**config.mk**
```make
export PLATFORM = sky130hd
export DESIGN_NAME = sfh_core
export DESIGN_NICKNAME = d
export VERILOG_FILES = /design/src/include/sfh_pkg.sv /design/src/sfh_core.sv
export SDC_FILE = /design/constraint.sdc
export NUM_CORES = 1
export LEC_CHECK = 0
export BUFFER_PORTS_ARGS = -buffer_cell sky130_fd_sc_hd__buf_2
export CORE_MARGIN = 3
export CORE_UTILIZATION = 45
export DETAILED_ROUTE_END_ITERATION = 10
export GPL_TIMING_DRIVEN = 0
export HOLD_SLACK_MARGIN = 0.03
export PLACE_DENSITY_LB_ADDON = 0.3
export SYNTH_ARGS = -nofsm -noshare
export SYNTH_HDL_FRONTEND = slang
export SYNTH_SLANG_ARGS = --single-unit
export TNS_END_PERCENT = 50
```
**constraint.sdc**
```tcl
create_clock -name core_clk -period 3.1 [get_ports core_clk]
set_clock_uncertainty 0.1 [all_clocks]
set_input_delay 0.62 -clock core_clk [delete_from_list [all_inputs] [get_ports core_clk]]
set_output_delay 0.62 -clock core_clk [all_outputs]
set_load 0.1 [all_outputs]
```
**src/include/sfh_pkg.sv**
```systemverilog
// package: constants and types of the set features handler
package sfh_pkg;

  // ****************************************
  // register offsets
  // ****************************************
  localparam logic [3:0] OFF_FEAT   = 4'h0;
  localparam logic [3:0] OFF_SCNT   = 4'h1;
  localparam logic [3:0] OFF_CYL_LO = 4'h2;
  localparam logic [3:0] OFF_CYL_HI = 4'h3;
  localparam logic [3:0] OFF_CMD    = 4'h4;
  localparam logic [3:0] OFF_ERR    = 4'h5;
  localparam logic [3:0] OFF_DEVCTL = 4'h6;
  localparam logic [3:0] OFF_SETTG  = 4'h7;
  localparam logic [3:0] OFF_PERF   = 4'h8;
  localparam logic [3:0] OFF_IRQ_ST = 4'h9;
  localparam logic [3:0] OFF_IRQ_MK = 4'ha;

  // ****************************************
  // codes and field values
  // ****************************************
  localparam logic [7:0] CMD_SETF   = 8'hef;
  localparam logic [7:0] FC_W8_ON   = 8'h01;
  localparam logic [7:0] FC_W8_OFF  = 8'h81;
  localparam logic [7:0] FC_RST_OFF = 8'h66;
  localparam logic [7:0] FC_RST_ON  = 8'hcc;
  localparam logic [7:0] FC_CLOCK   = 8'h97;
  localparam logic [7:0] FC_CURR    = 8'h9a;
  localparam logic [7:0] FC_NOP0    = 8'h44;
  localparam logic [7:0] FC_NOP1    = 8'h55;
  localparam logic [7:0] FC_NOP2    = 8'h69;
  localparam logic [7:0] FC_NOP3    = 8'h96;
  localparam logic [7:0] FC_NOP4    = 8'haa;
  localparam logic [7:0] FC_NOP5    = 8'hbb;
  localparam logic [7:0] LVL_LOW    = 8'h00;
  localparam logic [7:0] LVL_MID0   = 8'h0a;
  localparam logic [7:0] LVL_MID1   = 8'h0b;
  localparam logic [7:0] LVL_HIGH   = 8'h0f;
  localparam logic [7:0] CUR_MIN    = 8'h02;
  localparam logic [7:0] CUR_MAX    = 8'h08;
  localparam logic [7:0] CUR_MID    = 8'h06;
  localparam logic [7:0] ST_READY   = 8'h50;
  localparam logic [7:0] ST_BUSY    = 8'h80;
  localparam logic [7:0] ST_ERR     = 8'h51;
  localparam logic [7:0] ER_ABORT   = 8'h04;
  localparam logic [7:0] ER_NONE    = 8'h00;
  localparam int         SRST_BIT   = 2;
  localparam int         IRQ_DONE   = 0;
  localparam int         IRQ_ABRT   = 1;

  // ****************************************
  // types
  // ****************************************
  typedef enum logic [1:0] {
    SFH_IDLE = 2'b01,
    SFH_EXEC = 2'b10
  } sfh_state_t;

  typedef struct packed {
    logic [3:0] addr;
    logic [7:0] wdata;
    logic       wr;
    logic       rd;
  } sfh_req_t;

  typedef struct packed {
    sfh_state_t state;
    logic [7:0] feat;
    logic [7:0] scnt;
    logic [7:0] cap_feat;
    logic [7:0] cap_cnt;
    logic [7:0] cyl_lo;
    logic [7:0] cyl_hi;
    logic [7:0] status;
    logic [7:0] error;
    logic       w8_en;
    logic       rst_en;
    logic [7:0] perf;
    logic [1:0] irq_st;
    logic [1:0] irq_mk;
    logic [7:0] rdata;
  } sfh_state_reg_t;

endpackage : sfh_pkg

```
**src/sfh_core.sv**
```systemverilog
// module: set features command handler with task-file registers
`timescale 1ns/1ps

// Overview of operation
// - features code then command efh executes feature
// - unknown feature code aborts with error
// - completion status 50h/51h, only abort error
// - 01h enables 8-bit, 81h disables; off
// - nop codes succeed without changing state
// - 66h/cch control soft reset restore
// - restore resets only width, clock, current
// - clock and current share one setting
// - 97h takes clock level; default 0fh
// - clock codes 00h low to 0fh high
// - current limit quarter ma, fastest fit
// - 9ah reports min/max in cylinder regs
// - reported range is 2 and 8
// - out of range current clamps, no error
// - sector count used only for 97h/9ah
module sfh_core (
  input  wire logic              core_clk,
  input  wire logic              reset_n,
  input  wire sfh_pkg::sfh_req_t req,
  output logic [7:0]             rd_data,
  output logic                   xfer_8bit_en,
  output logic [7:0]             perf_level,
  output logic                   irq
);

  // ****************************************
  // decoding helpers
  // ****************************************
  function automatic logic fc_known(input logic [7:0] f);
    case (f)
      sfh_pkg::FC_W8_ON, sfh_pkg::FC_W8_OFF,
      sfh_pkg::FC_RST_OFF, sfh_pkg::FC_RST_ON,
      sfh_pkg::FC_CLOCK, sfh_pkg::FC_CURR,
      sfh_pkg::FC_NOP0, sfh_pkg::FC_NOP1,
      sfh_pkg::FC_NOP2, sfh_pkg::FC_NOP3,
      sfh_pkg::FC_NOP4, sfh_pkg::FC_NOP5: fc_known = 1'b1;
      default: fc_known = 1'b0;
    endcase
  endfunction : fc_known

  function automatic logic fc_nop(input logic [7:0] f);
    case (f)
      sfh_pkg::FC_NOP0, sfh_pkg::FC_NOP1,
      sfh_pkg::FC_NOP2, sfh_pkg::FC_NOP3,
      sfh_pkg::FC_NOP4, sfh_pkg::FC_NOP5: fc_nop = 1'b1;
      default: fc_nop = 1'b0;
    endcase
  endfunction : fc_nop

  // quarter-ma budget to the fastest level that fits
  function automatic logic [7:0] cur_level(input logic [7:0] c);
    if (c <= sfh_pkg::CUR_MIN) begin
      cur_level = sfh_pkg::LVL_LOW;
    end else if (c >= sfh_pkg::CUR_MAX) begin
      cur_level = sfh_pkg::LVL_HIGH;
    end else if (c < sfh_pkg::CUR_MID) begin
      cur_level = sfh_pkg::LVL_MID0;
    end else begin
      cur_level = sfh_pkg::LVL_MID1;
    end
  endfunction : cur_level

  // ****************************************
  // strobes
  // ****************************************
  sfh_pkg::sfh_state_reg_t s_q;
  sfh_pkg::sfh_state_reg_t s_d;
  logic                    cmd_wr;
  logic                    srst_wr;
  logic                    idle;

  assign idle    = (s_q.state == sfh_pkg::SFH_IDLE);
  assign cmd_wr  = req.wr && (req.addr == sfh_pkg::OFF_CMD);
  assign srst_wr = req.wr && (req.addr == sfh_pkg::OFF_DEVCTL)
                   && req.wdata[sfh_pkg::SRST_BIT];

  // ****************************************
  // next state
  // ****************************************
  always_comb begin
    s_d = s_q;
    s_d.rdata = 8'h00;
    // host-side task-file writes
    if (req.wr) begin
      case (req.addr)
        sfh_pkg::OFF_FEAT:   s_d.feat = req.wdata;
        sfh_pkg::OFF_SCNT:   s_d.scnt = req.wdata;
        sfh_pkg::OFF_IRQ_MK: s_d.irq_mk = req.wdata[1:0];
        sfh_pkg::OFF_IRQ_ST: s_d.irq_st = s_q.irq_st & ~req.wdata[1:0];
        default: ;
      endcase
    end
    // a command while busy is dropped; busy guards the snapshot
    case (s_q.state)
      sfh_pkg::SFH_IDLE: begin
        if (cmd_wr) begin
          s_d.cap_feat = s_q.feat;
          s_d.cap_cnt  = s_q.scnt;
          s_d.state    = sfh_pkg::SFH_EXEC;
          s_d.status   = sfh_pkg::ST_BUSY;
          if (req.wdata != sfh_pkg::CMD_SETF) begin
            s_d.cap_feat = 8'h00; // other commands abort here
          end
        end
      end
      sfh_pkg::SFH_EXEC: begin
        s_d.state  = sfh_pkg::SFH_IDLE;
        s_d.status = sfh_pkg::ST_READY;
        s_d.error  = sfh_pkg::ER_NONE;
        s_d.irq_st[sfh_pkg::IRQ_DONE] = 1'b1;
        // only 97h/9ah ever look at the count
        case (s_q.cap_feat)
          sfh_pkg::FC_W8_ON:   s_d.w8_en  = 1'b1;
          sfh_pkg::FC_W8_OFF:  s_d.w8_en  = 1'b0;
          sfh_pkg::FC_RST_OFF: s_d.rst_en = 1'b0;
          sfh_pkg::FC_RST_ON:  s_d.rst_en = 1'b1;
          sfh_pkg::FC_CLOCK:   s_d.perf   = s_q.cap_cnt;
          sfh_pkg::FC_CURR: begin
            s_d.perf   = cur_level(s_q.cap_cnt);
            s_d.cyl_lo = sfh_pkg::CUR_MIN;
            s_d.cyl_hi = sfh_pkg::CUR_MAX;
          end
          default: ; // nop codes leave settings alone
        endcase
        if (!fc_known(s_q.cap_feat)) begin
          s_d.status = sfh_pkg::ST_ERR;
          s_d.error  = sfh_pkg::ER_ABORT;
          s_d.irq_st[sfh_pkg::IRQ_ABRT] = 1'b1;
        end
      end
      default: s_d.state = sfh_pkg::SFH_IDLE;
    endcase
    // soft reset wins over a finishing command's settings
    if (srst_wr && s_q.rst_en) begin
      s_d.w8_en = 1'b0;
      s_d.perf  = sfh_pkg::LVL_HIGH;
    end
    // event set beats a same-cycle clear (set applied last above)
    if (req.rd) begin
      case (req.addr)
        sfh_pkg::OFF_FEAT:   s_d.rdata = s_q.feat;
        sfh_pkg::OFF_SCNT:   s_d.rdata = s_q.scnt;
        sfh_pkg::OFF_CYL_LO: s_d.rdata = s_q.cyl_lo;
        sfh_pkg::OFF_CYL_HI: s_d.rdata = s_q.cyl_hi;
        sfh_pkg::OFF_CMD:    s_d.rdata = s_q.status;
        sfh_pkg::OFF_ERR:    s_d.rdata = s_q.error;
        sfh_pkg::OFF_SETTG:  s_d.rdata = {6'h00, s_q.rst_en, s_q.w8_en};
        sfh_pkg::OFF_PERF:   s_d.rdata = s_q.perf;
        sfh_pkg::OFF_IRQ_ST: s_d.rdata = {6'h00, s_q.irq_st};
        sfh_pkg::OFF_IRQ_MK: s_d.rdata = {6'h00, s_q.irq_mk};
        default:             s_d.rdata = 8'h00;
      endcase
    end
  end

  // ****************************************
  // state register
  // ****************************************
  always_ff @(posedge core_clk) begin
    if (!reset_n) begin
      s_q        <= '0;
      s_q.state  <= sfh_pkg::SFH_IDLE;
      s_q.status <= sfh_pkg::ST_READY;
      s_q.rst_en <= 1'b1;
      s_q.perf   <= sfh_pkg::LVL_HIGH;
    end else begin
      s_q <= s_d;
    end
  end

  assign rd_data      = s_q.rdata;
  assign xfer_8bit_en = s_q.w8_en;
  assign perf_level   = s_q.perf;
  assign irq          = |(s_q.irq_st & s_q.irq_mk);

  // ****************************************
  // checks
  // ****************************************
  a_cmd_busy: assert property (
    @(posedge core_clk) disable iff (!reset_n)
    idle && cmd_wr |=> s_q.status == sfh_pkg::ST_BUSY ##1 !s_q.status[7])
    else $error("command did not run busy for one cycle");

  a_done_status: assert property (
    @(posedge core_clk) disable iff (!reset_n)
    s_q.state == sfh_pkg::SFH_EXEC |=>
      s_q.status[7:1] == sfh_pkg::ST_READY[7:1] && (s_q.error & ~sfh_pkg::ER_ABORT) == 8'h00)
    else $error("completion status wrong");

  a_abort_code: assert property (
    @(posedge core_clk) disable iff (!reset_n)
    s_q.state == sfh_pkg::SFH_EXEC && !fc_known(s_q.cap_feat) |=>
      s_q.status[0] && s_q.error == sfh_pkg::ER_ABORT)
    else $error("unknown feature not aborted");

  a_known_ok: assert property (
    @(posedge core_clk) disable iff (!reset_n)
    s_q.state == sfh_pkg::SFH_EXEC && fc_known(s_q.cap_feat) |=>
      !s_q.status[0] && s_q.error == 8'h00)
    else $error("known feature flagged as error");

  a_width_on: assert property (
    @(posedge core_clk) disable iff (!reset_n)
    s_q.state == sfh_pkg::SFH_EXEC && s_q.cap_feat == sfh_pkg::FC_W8_ON && !srst_wr
      |=> xfer_8bit_en)
    else $error("8-bit enable not taken");

  a_nop_still: assert property (
    @(posedge core_clk) disable iff (!reset_n)
    s_q.state == sfh_pkg::SFH_EXEC && fc_nop(s_q.cap_feat) && !srst_wr |=>
      $stable(xfer_8bit_en) && $stable(perf_level) && $stable(s_q.rst_en))
    else $error("nop feature changed state");

  a_clock_set: assert property (
    @(posedge core_clk) disable iff (!reset_n)
    s_q.state == sfh_pkg::SFH_EXEC && s_q.cap_feat == sfh_pkg::FC_CLOCK && !srst_wr
      |=> perf_level == $past(s_q.cap_cnt))
    else $error("clock level not taken from count");

  a_range_rpt: assert property (
    @(posedge core_clk) disable iff (!reset_n)
    s_q.state == sfh_pkg::SFH_EXEC && s_q.cap_feat == sfh_pkg::FC_CURR |=>
      s_q.cyl_lo == 8'h02 && s_q.cyl_hi == 8'h08)
    else $error("current range not reported");

  a_soft_rest: assert property (
    @(posedge core_clk) disable iff (!reset_n)
    srst_wr && s_q.rst_en |=> !xfer_8bit_en && perf_level == 8'h0f)
    else $error("soft reset did not restore defaults");

  a_soft_keep: assert property (
    @(posedge core_clk) disable iff (!reset_n)
    srst_wr && !s_q.rst_en && idle |=> $stable(xfer_8bit_en) && $stable(perf_level))
    else $error("soft reset restored while disabled");

  a_snap_hold: assert property (
    @(posedge core_clk) disable iff (!reset_n)
    !(idle && cmd_wr) |=> $stable(s_q.cap_feat) && $stable(s_q.cap_cnt))
    else $error("snapshot moved without a command");

  // ****************************************
  // checks: settings
  // ****************************************
  a_w8_off: assert property (
    @(posedge core_clk) disable iff (!reset_n)
    s_q.state == sfh_pkg::SFH_EXEC && s_q.cap_feat == sfh_pkg::FC_W8_OFF
      |=> !xfer_8bit_en)
    else $error("8-bit disable not taken");

  a_rst_off: assert property (
    @(posedge core_clk) disable iff (!reset_n)
    s_q.state == sfh_pkg::SFH_EXEC && s_q.cap_feat == sfh_pkg::FC_RST_OFF
      |=> !s_q.rst_en)
    else $error("restore disable not taken");

  a_rst_on: assert property (
    @(posedge core_clk) disable iff (!reset_n)
    s_q.state == sfh_pkg::SFH_EXEC && s_q.cap_feat == sfh_pkg::FC_RST_ON
      |=> s_q.rst_en)
    else $error("restore enable not taken");

  // soft reset may override, so those cycles are left to a_soft_rest
  a_curr_low: assert property (
    @(posedge core_clk) disable iff (!reset_n)
    s_q.state == sfh_pkg::SFH_EXEC && s_q.cap_feat == sfh_pkg::FC_CURR && !srst_wr
      && s_q.cap_cnt <= sfh_pkg::CUR_MIN |=> perf_level == sfh_pkg::LVL_LOW)
    else $error("low current budget not clamped");

  a_curr_mid: assert property (
    @(posedge core_clk) disable iff (!reset_n)
    s_q.state == sfh_pkg::SFH_EXEC && s_q.cap_feat == sfh_pkg::FC_CURR && !srst_wr
      && s_q.cap_cnt > sfh_pkg::CUR_MIN && s_q.cap_cnt < sfh_pkg::CUR_MAX
      |=> perf_level == sfh_pkg::LVL_MID0 || perf_level == sfh_pkg::LVL_MID1)
    else $error("in-range current budget gave no middle level");

  a_curr_high: assert property (
    @(posedge core_clk) disable iff (!reset_n)
    s_q.state == sfh_pkg::SFH_EXEC && s_q.cap_feat == sfh_pkg::FC_CURR && !srst_wr
      && s_q.cap_cnt >= sfh_pkg::CUR_MAX |=> perf_level == sfh_pkg::LVL_HIGH)
    else $error("high current budget not clamped");

  a_perf_hold: assert property (
    @(posedge core_clk) disable iff (!reset_n)
    !(s_q.state == sfh_pkg::SFH_EXEC
      && (s_q.cap_feat == sfh_pkg::FC_CLOCK || s_q.cap_feat == sfh_pkg::FC_CURR))
      && !srst_wr |=> $stable(perf_level))
    else $error("power level moved without 97h or 9ah");

  a_width_hold: assert property (
    @(posedge core_clk) disable iff (!reset_n)
    !(s_q.state == sfh_pkg::SFH_EXEC
      && (s_q.cap_feat == sfh_pkg::FC_W8_ON || s_q.cap_feat == sfh_pkg::FC_W8_OFF))
      && !srst_wr |=> $stable(xfer_8bit_en))
    else $error("8-bit setting moved without 01h or 81h");

  a_restore_hold: assert property (
    @(posedge core_clk) disable iff (!reset_n)
    !(s_q.state == sfh_pkg::SFH_EXEC
      && (s_q.cap_feat == sfh_pkg::FC_RST_OFF || s_q.cap_feat == sfh_pkg::FC_RST_ON))
      |=> $stable(s_q.rst_en))
    else $error("restore enable moved without 66h or cch");

  a_cyl_hold: assert property (
    @(posedge core_clk) disable iff (!reset_n)
    !(s_q.state == sfh_pkg::SFH_EXEC && s_q.cap_feat == sfh_pkg::FC_CURR)
      |=> $stable(s_q.cyl_lo) && $stable(s_q.cyl_hi))
    else $error("cylinder registers moved without 9ah");

  // ****************************************
  // checks: status and flags
  // ****************************************
  a_exec_one: assert property (
    @(posedge core_clk) disable iff (!reset_n)
    s_q.state == sfh_pkg::SFH_EXEC |=> idle)
    else $error("command ran longer than one cycle");

  a_busy_hold: assert property (
    @(posedge core_clk) disable iff (!reset_n)
    s_q.state == sfh_pkg::SFH_EXEC |-> s_q.status == sfh_pkg::ST_BUSY)
    else $error("busy not shown while executing");

  a_idle_final: assert property (
    @(posedge core_clk) disable iff (!reset_n)
    idle |-> s_q.status == sfh_pkg::ST_READY || s_q.status == sfh_pkg::ST_ERR)
    else $error("idle status not a completion value");

  a_err_code: assert property (
    @(posedge core_clk) disable iff (!reset_n)
    s_q.error == sfh_pkg::ER_NONE || s_q.error == sfh_pkg::ER_ABORT)
    else $error("error register holds more than abort");

  a_err_pair: assert property (
    @(posedge core_clk) disable iff (!reset_n)
    idle |-> s_q.status[0] == (s_q.error == sfh_pkg::ER_ABORT))
    else $error("status error bit and abort bit disagree");

  a_done_flag: assert property (
    @(posedge core_clk) disable iff (!reset_n)
    s_q.state == sfh_pkg::SFH_EXEC |=> s_q.irq_st[sfh_pkg::IRQ_DONE])
    else $error("done flag not raised");

  a_abort_flag: assert property (
    @(posedge core_clk) disable iff (!reset_n)
    s_q.state == sfh_pkg::SFH_EXEC && !fc_known(s_q.cap_feat)
      |=> s_q.irq_st[sfh_pkg::IRQ_ABRT])
    else $error("abort flag not raised");

  a_ok_noabort: assert property (
    @(posedge core_clk) disable iff (!reset_n)
    s_q.state == sfh_pkg::SFH_EXEC && fc_known(s_q.cap_feat)
      && !s_q.irq_st[sfh_pkg::IRQ_ABRT] |=> !s_q.irq_st[sfh_pkg::IRQ_ABRT])
    else $error("abort flag raised by a supported code");

  a_status_read: assert property (
    @(posedge core_clk) disable iff (!reset_n)
    req.rd && req.addr == sfh_pkg::OFF_CMD |=> rd_data == $past(s_q.status))
    else $error("status read returned wrong value");

  a_non_setf: assert property (
    @(posedge core_clk) disable iff (!reset_n)
    idle && cmd_wr && req.wdata != sfh_pkg::CMD_SETF
      |=> ##1 s_q.status == sfh_pkg::ST_ERR)
    else $error("foreign command not aborted");

  // ****************************************
  // checks: reset
  // ****************************************
  a_reset_vals: assert property (
    @(posedge core_clk)
    !reset_n |=> !xfer_8bit_en && perf_level == sfh_pkg::LVL_HIGH
      && s_q.rst_en && s_q.status == sfh_pkg::ST_READY)
    else $error("power-on settings wrong");

endmodule : sfh_core

```
==> impl_metrics.ini <==
[status]
status = finished, final reports clean

[clocking]
clk_latency_ns = 0.34
cts_buffers = 9
cts_sinks = 61
clockRootBuffer = clkbuf_8
ctsResizeCount = 0
htreeDepth = 3
cts_hold_buffers = 0
clk_pin_slew_worst_paths_ns = 0.07
cts_setup_buffers = 0
cts_tree = done
clockBufferDepth = 2

[synthesis]
ys_seq_area_share_pct = 41.1
synth_edf_count = 0
ys_async_sr_fraction_pct = 0
ys.flop_type = dfxtp_1
synth.area.top_cells = dfxtp_1 41%, a21oi_1 5.2%, nor2_1 4.7%
syn_avg_cell_area_um2 = 8.75
synthDistinctLibCells = 56
syn_area_um2 = 2970
yosys_warnings = 0
synth_commonest_cells = 61 x dfxtp_1, 37 x nor2_1, 34 x nand2_1, 31 x a21oi_1, 27 x nand3_1
syn_inst = 340
synth_top_area_share_pct = 41.1
yosys.area.top_type = dfxtp_1
ys_ff_latch = 61
syn-num-nets = 356
synth.most_common_cell = dfxtp_1

[final_layout]
areaGrowthSynthToFinish_pct = 15.1
drive_gt1_share_pct = 21.8
num-nets-final = 396
stdcell_area_um2 = 3420
diodes = 0
post-route-util_pct = 55.5

[global_route]
antenna_found_initial = 0
grt_pass1_wl_um = 12300
grt_pass1_vias = 2473
grt_max_degree = 12
overflow = 0
grtUsageTotal_pct = 21.0

[floorplanning]
die_area_um2 = 7620
die_x_um = 87.3
start_util_pct = 48.2
core_area_um2 = 6170
ios = 34
rows = 28
die_y_um = 87.3

[timing]
max_slew.worst_pin.slew_ns = 0.657
drv_slew = 0
fin_crit_ns = 2.05
finalCritPeriodShare_pct = 66.2
finalSetupTns_ns = 0
setup_viol = 0
final_hold_viol_count = 0
hold_ws_ns = 0.374
max_freq_mhz = 487
relSlewSlack_pct = 56.1
rsz0062_at_grt = false

[critical_path]
path_cells = a22o_1 > buf_2
rr_worst_depth = 5
crit-reg2reg-capture = perf_level[3]
r2r_start = s_q[64]
endpoint = irq
worstPathMaxFanout = 3
cp.required_ns = 2.38
start_kind = flip-flop
cp.arrival_ns = 1.33
startpoint = s_q[11]
reg2reg_slack_ns = 1.26
slowest_delay_ns = 0.43
cp_slowest_cell = buf_2
crit_path_end_kind = output pin
crit_type = flip-flop to output pin

[drt]
finalWirelength_um = 7540
drcViolationCount = 0
drtIter0Drc = 291
wire_per_inst_um = 16.4
vias = 2685
ant_nets = 0
vias_per_cell = 5.84
dr.pass1.iters = 5

[power]
leakage_nw = 1.31
p_per_area_nw_per_um2 = 474
ir_drop_mv = 0.274
power_w = 0.00162

[min_path]
hp-class = flip-flop to flip-flop

[place]
gp_congestion = 0.914
port_buffers = 29
hpwlAfterDp_um = 5680
placed_area_um2 = 3210

[job]
maxCapViolations = 0
-- per-layer routing --
metal  wire [um]  vias up  track usage, %
met5           0        -               0
met4         223        0            11.0
met3         581       18            3.69
met2        3260      113            30.8
met1        3470     1250            29.3
li1            -     1304               -
-- cell type report --
cell class              count  area (um2)
inverters                   3        11.3
repair buffers             29         145
well taps                  75        93.8
clock buffers              11         151
multi-input cells         236        1500
flip-flops and latches     61        1220
clock inverters             5        58.8
plain buffers              40         244
fillers                   592        2740
-- worst max-delay path, delay by kind of cell, from the launching register on --
family	cells	cell delay (ns)
flops	1	0.38
compound gates	1	0.18
buf+inv	1	0.43
-- how the worst min path moves through the flow --
stage          cells after the start     startpoint             to  slack (ns)
6_report                           2  perf_level[5]  perf_level[5]        0.37
5_1_grt                            2  perf_level[5]  perf_level[5]        0.39
4_1_cts                            2  perf_level[5]  perf_level[5]        0.37
3_5_place_dp                       2  perf_level[5]  perf_level[5]        0.36
3_3_place_gp                       2  perf_level[5]  perf_level[5]        0.37
2_1_floorplan                      2        s_q[37]        s_q[37]        0.34
-- cell families (layout without fill, tap and decap cells) --
kind of cell           after synthesis  in the layout  share of synthesized area, %
buffers and inverters               43             88                          8.58
AO/OA/AOI/OAI                       78             78                          18.0
flip-flops                          61             61                          41.1
AND/OR/NAND/NOR                    143            143                          27.3
multiplexers                        14             14                          4.75
XOR/XNOR                             1              1                         0.295
-- sequential cells by signal (all words and copies together), names as in the netlist --
| signal | count |
|---|---|
| s_q | 44 |
| perf_level | 8 |
| rd_data | 8 |
| xfer_8bit_en | 1 |
-- placed cells by master (no fill, tap or decap), types with 2 or more instances in the layout --
cell type   Yosys  final
or3b_1          4      4
buf_2           9     38
a31oi_1         2      2
o31ai_1         3      3
buf_4          18     18
clkinvlp_4      0      2
inv_1           3      3
nand4b_1        2      2
nand2b_1        3      3
clkbuf_1       11     11
mux2i_1        13     13
nand4bb_1       2      2
nor3b_1         2      2
o21ai_0         7      7
a222oi_1        2      2
nand4_1         3      3
buf_6           2      2
nor2b_1         7      7
nand3b_1        4      4
nand3_1        27     27
a21oi_1        31     31
nor4bb_1        3      3
nand2_1        34     34
dfxtp_1        61     61
clkbuf_8        0     11
and4b_1         2      2
o211ai_1        2      2
nor2_1         37     37
a22o_1          4      4
a211oi_1        3      3
a22oi_1        12     12
-- report_power, final --
group          total [W]  switching, W  internal, W
sequential      0.000792    0.00000441     0.000788
clock           0.000732      0.000317     0.000415
combinational  0.0000976     0.0000662    0.0000314
-- per-stage QoR --
step / std cells / setup slack [ns]
final: 460 / 1.05
after global routing: 460 / 1.03
after CTS: 460 / 1.05
after detailed placement: 444 / 0.894
after global placement: 444 / 0.925
after floorplan: 340 / 1.10
Note: power is estimated with default switching activity, not from simulation.
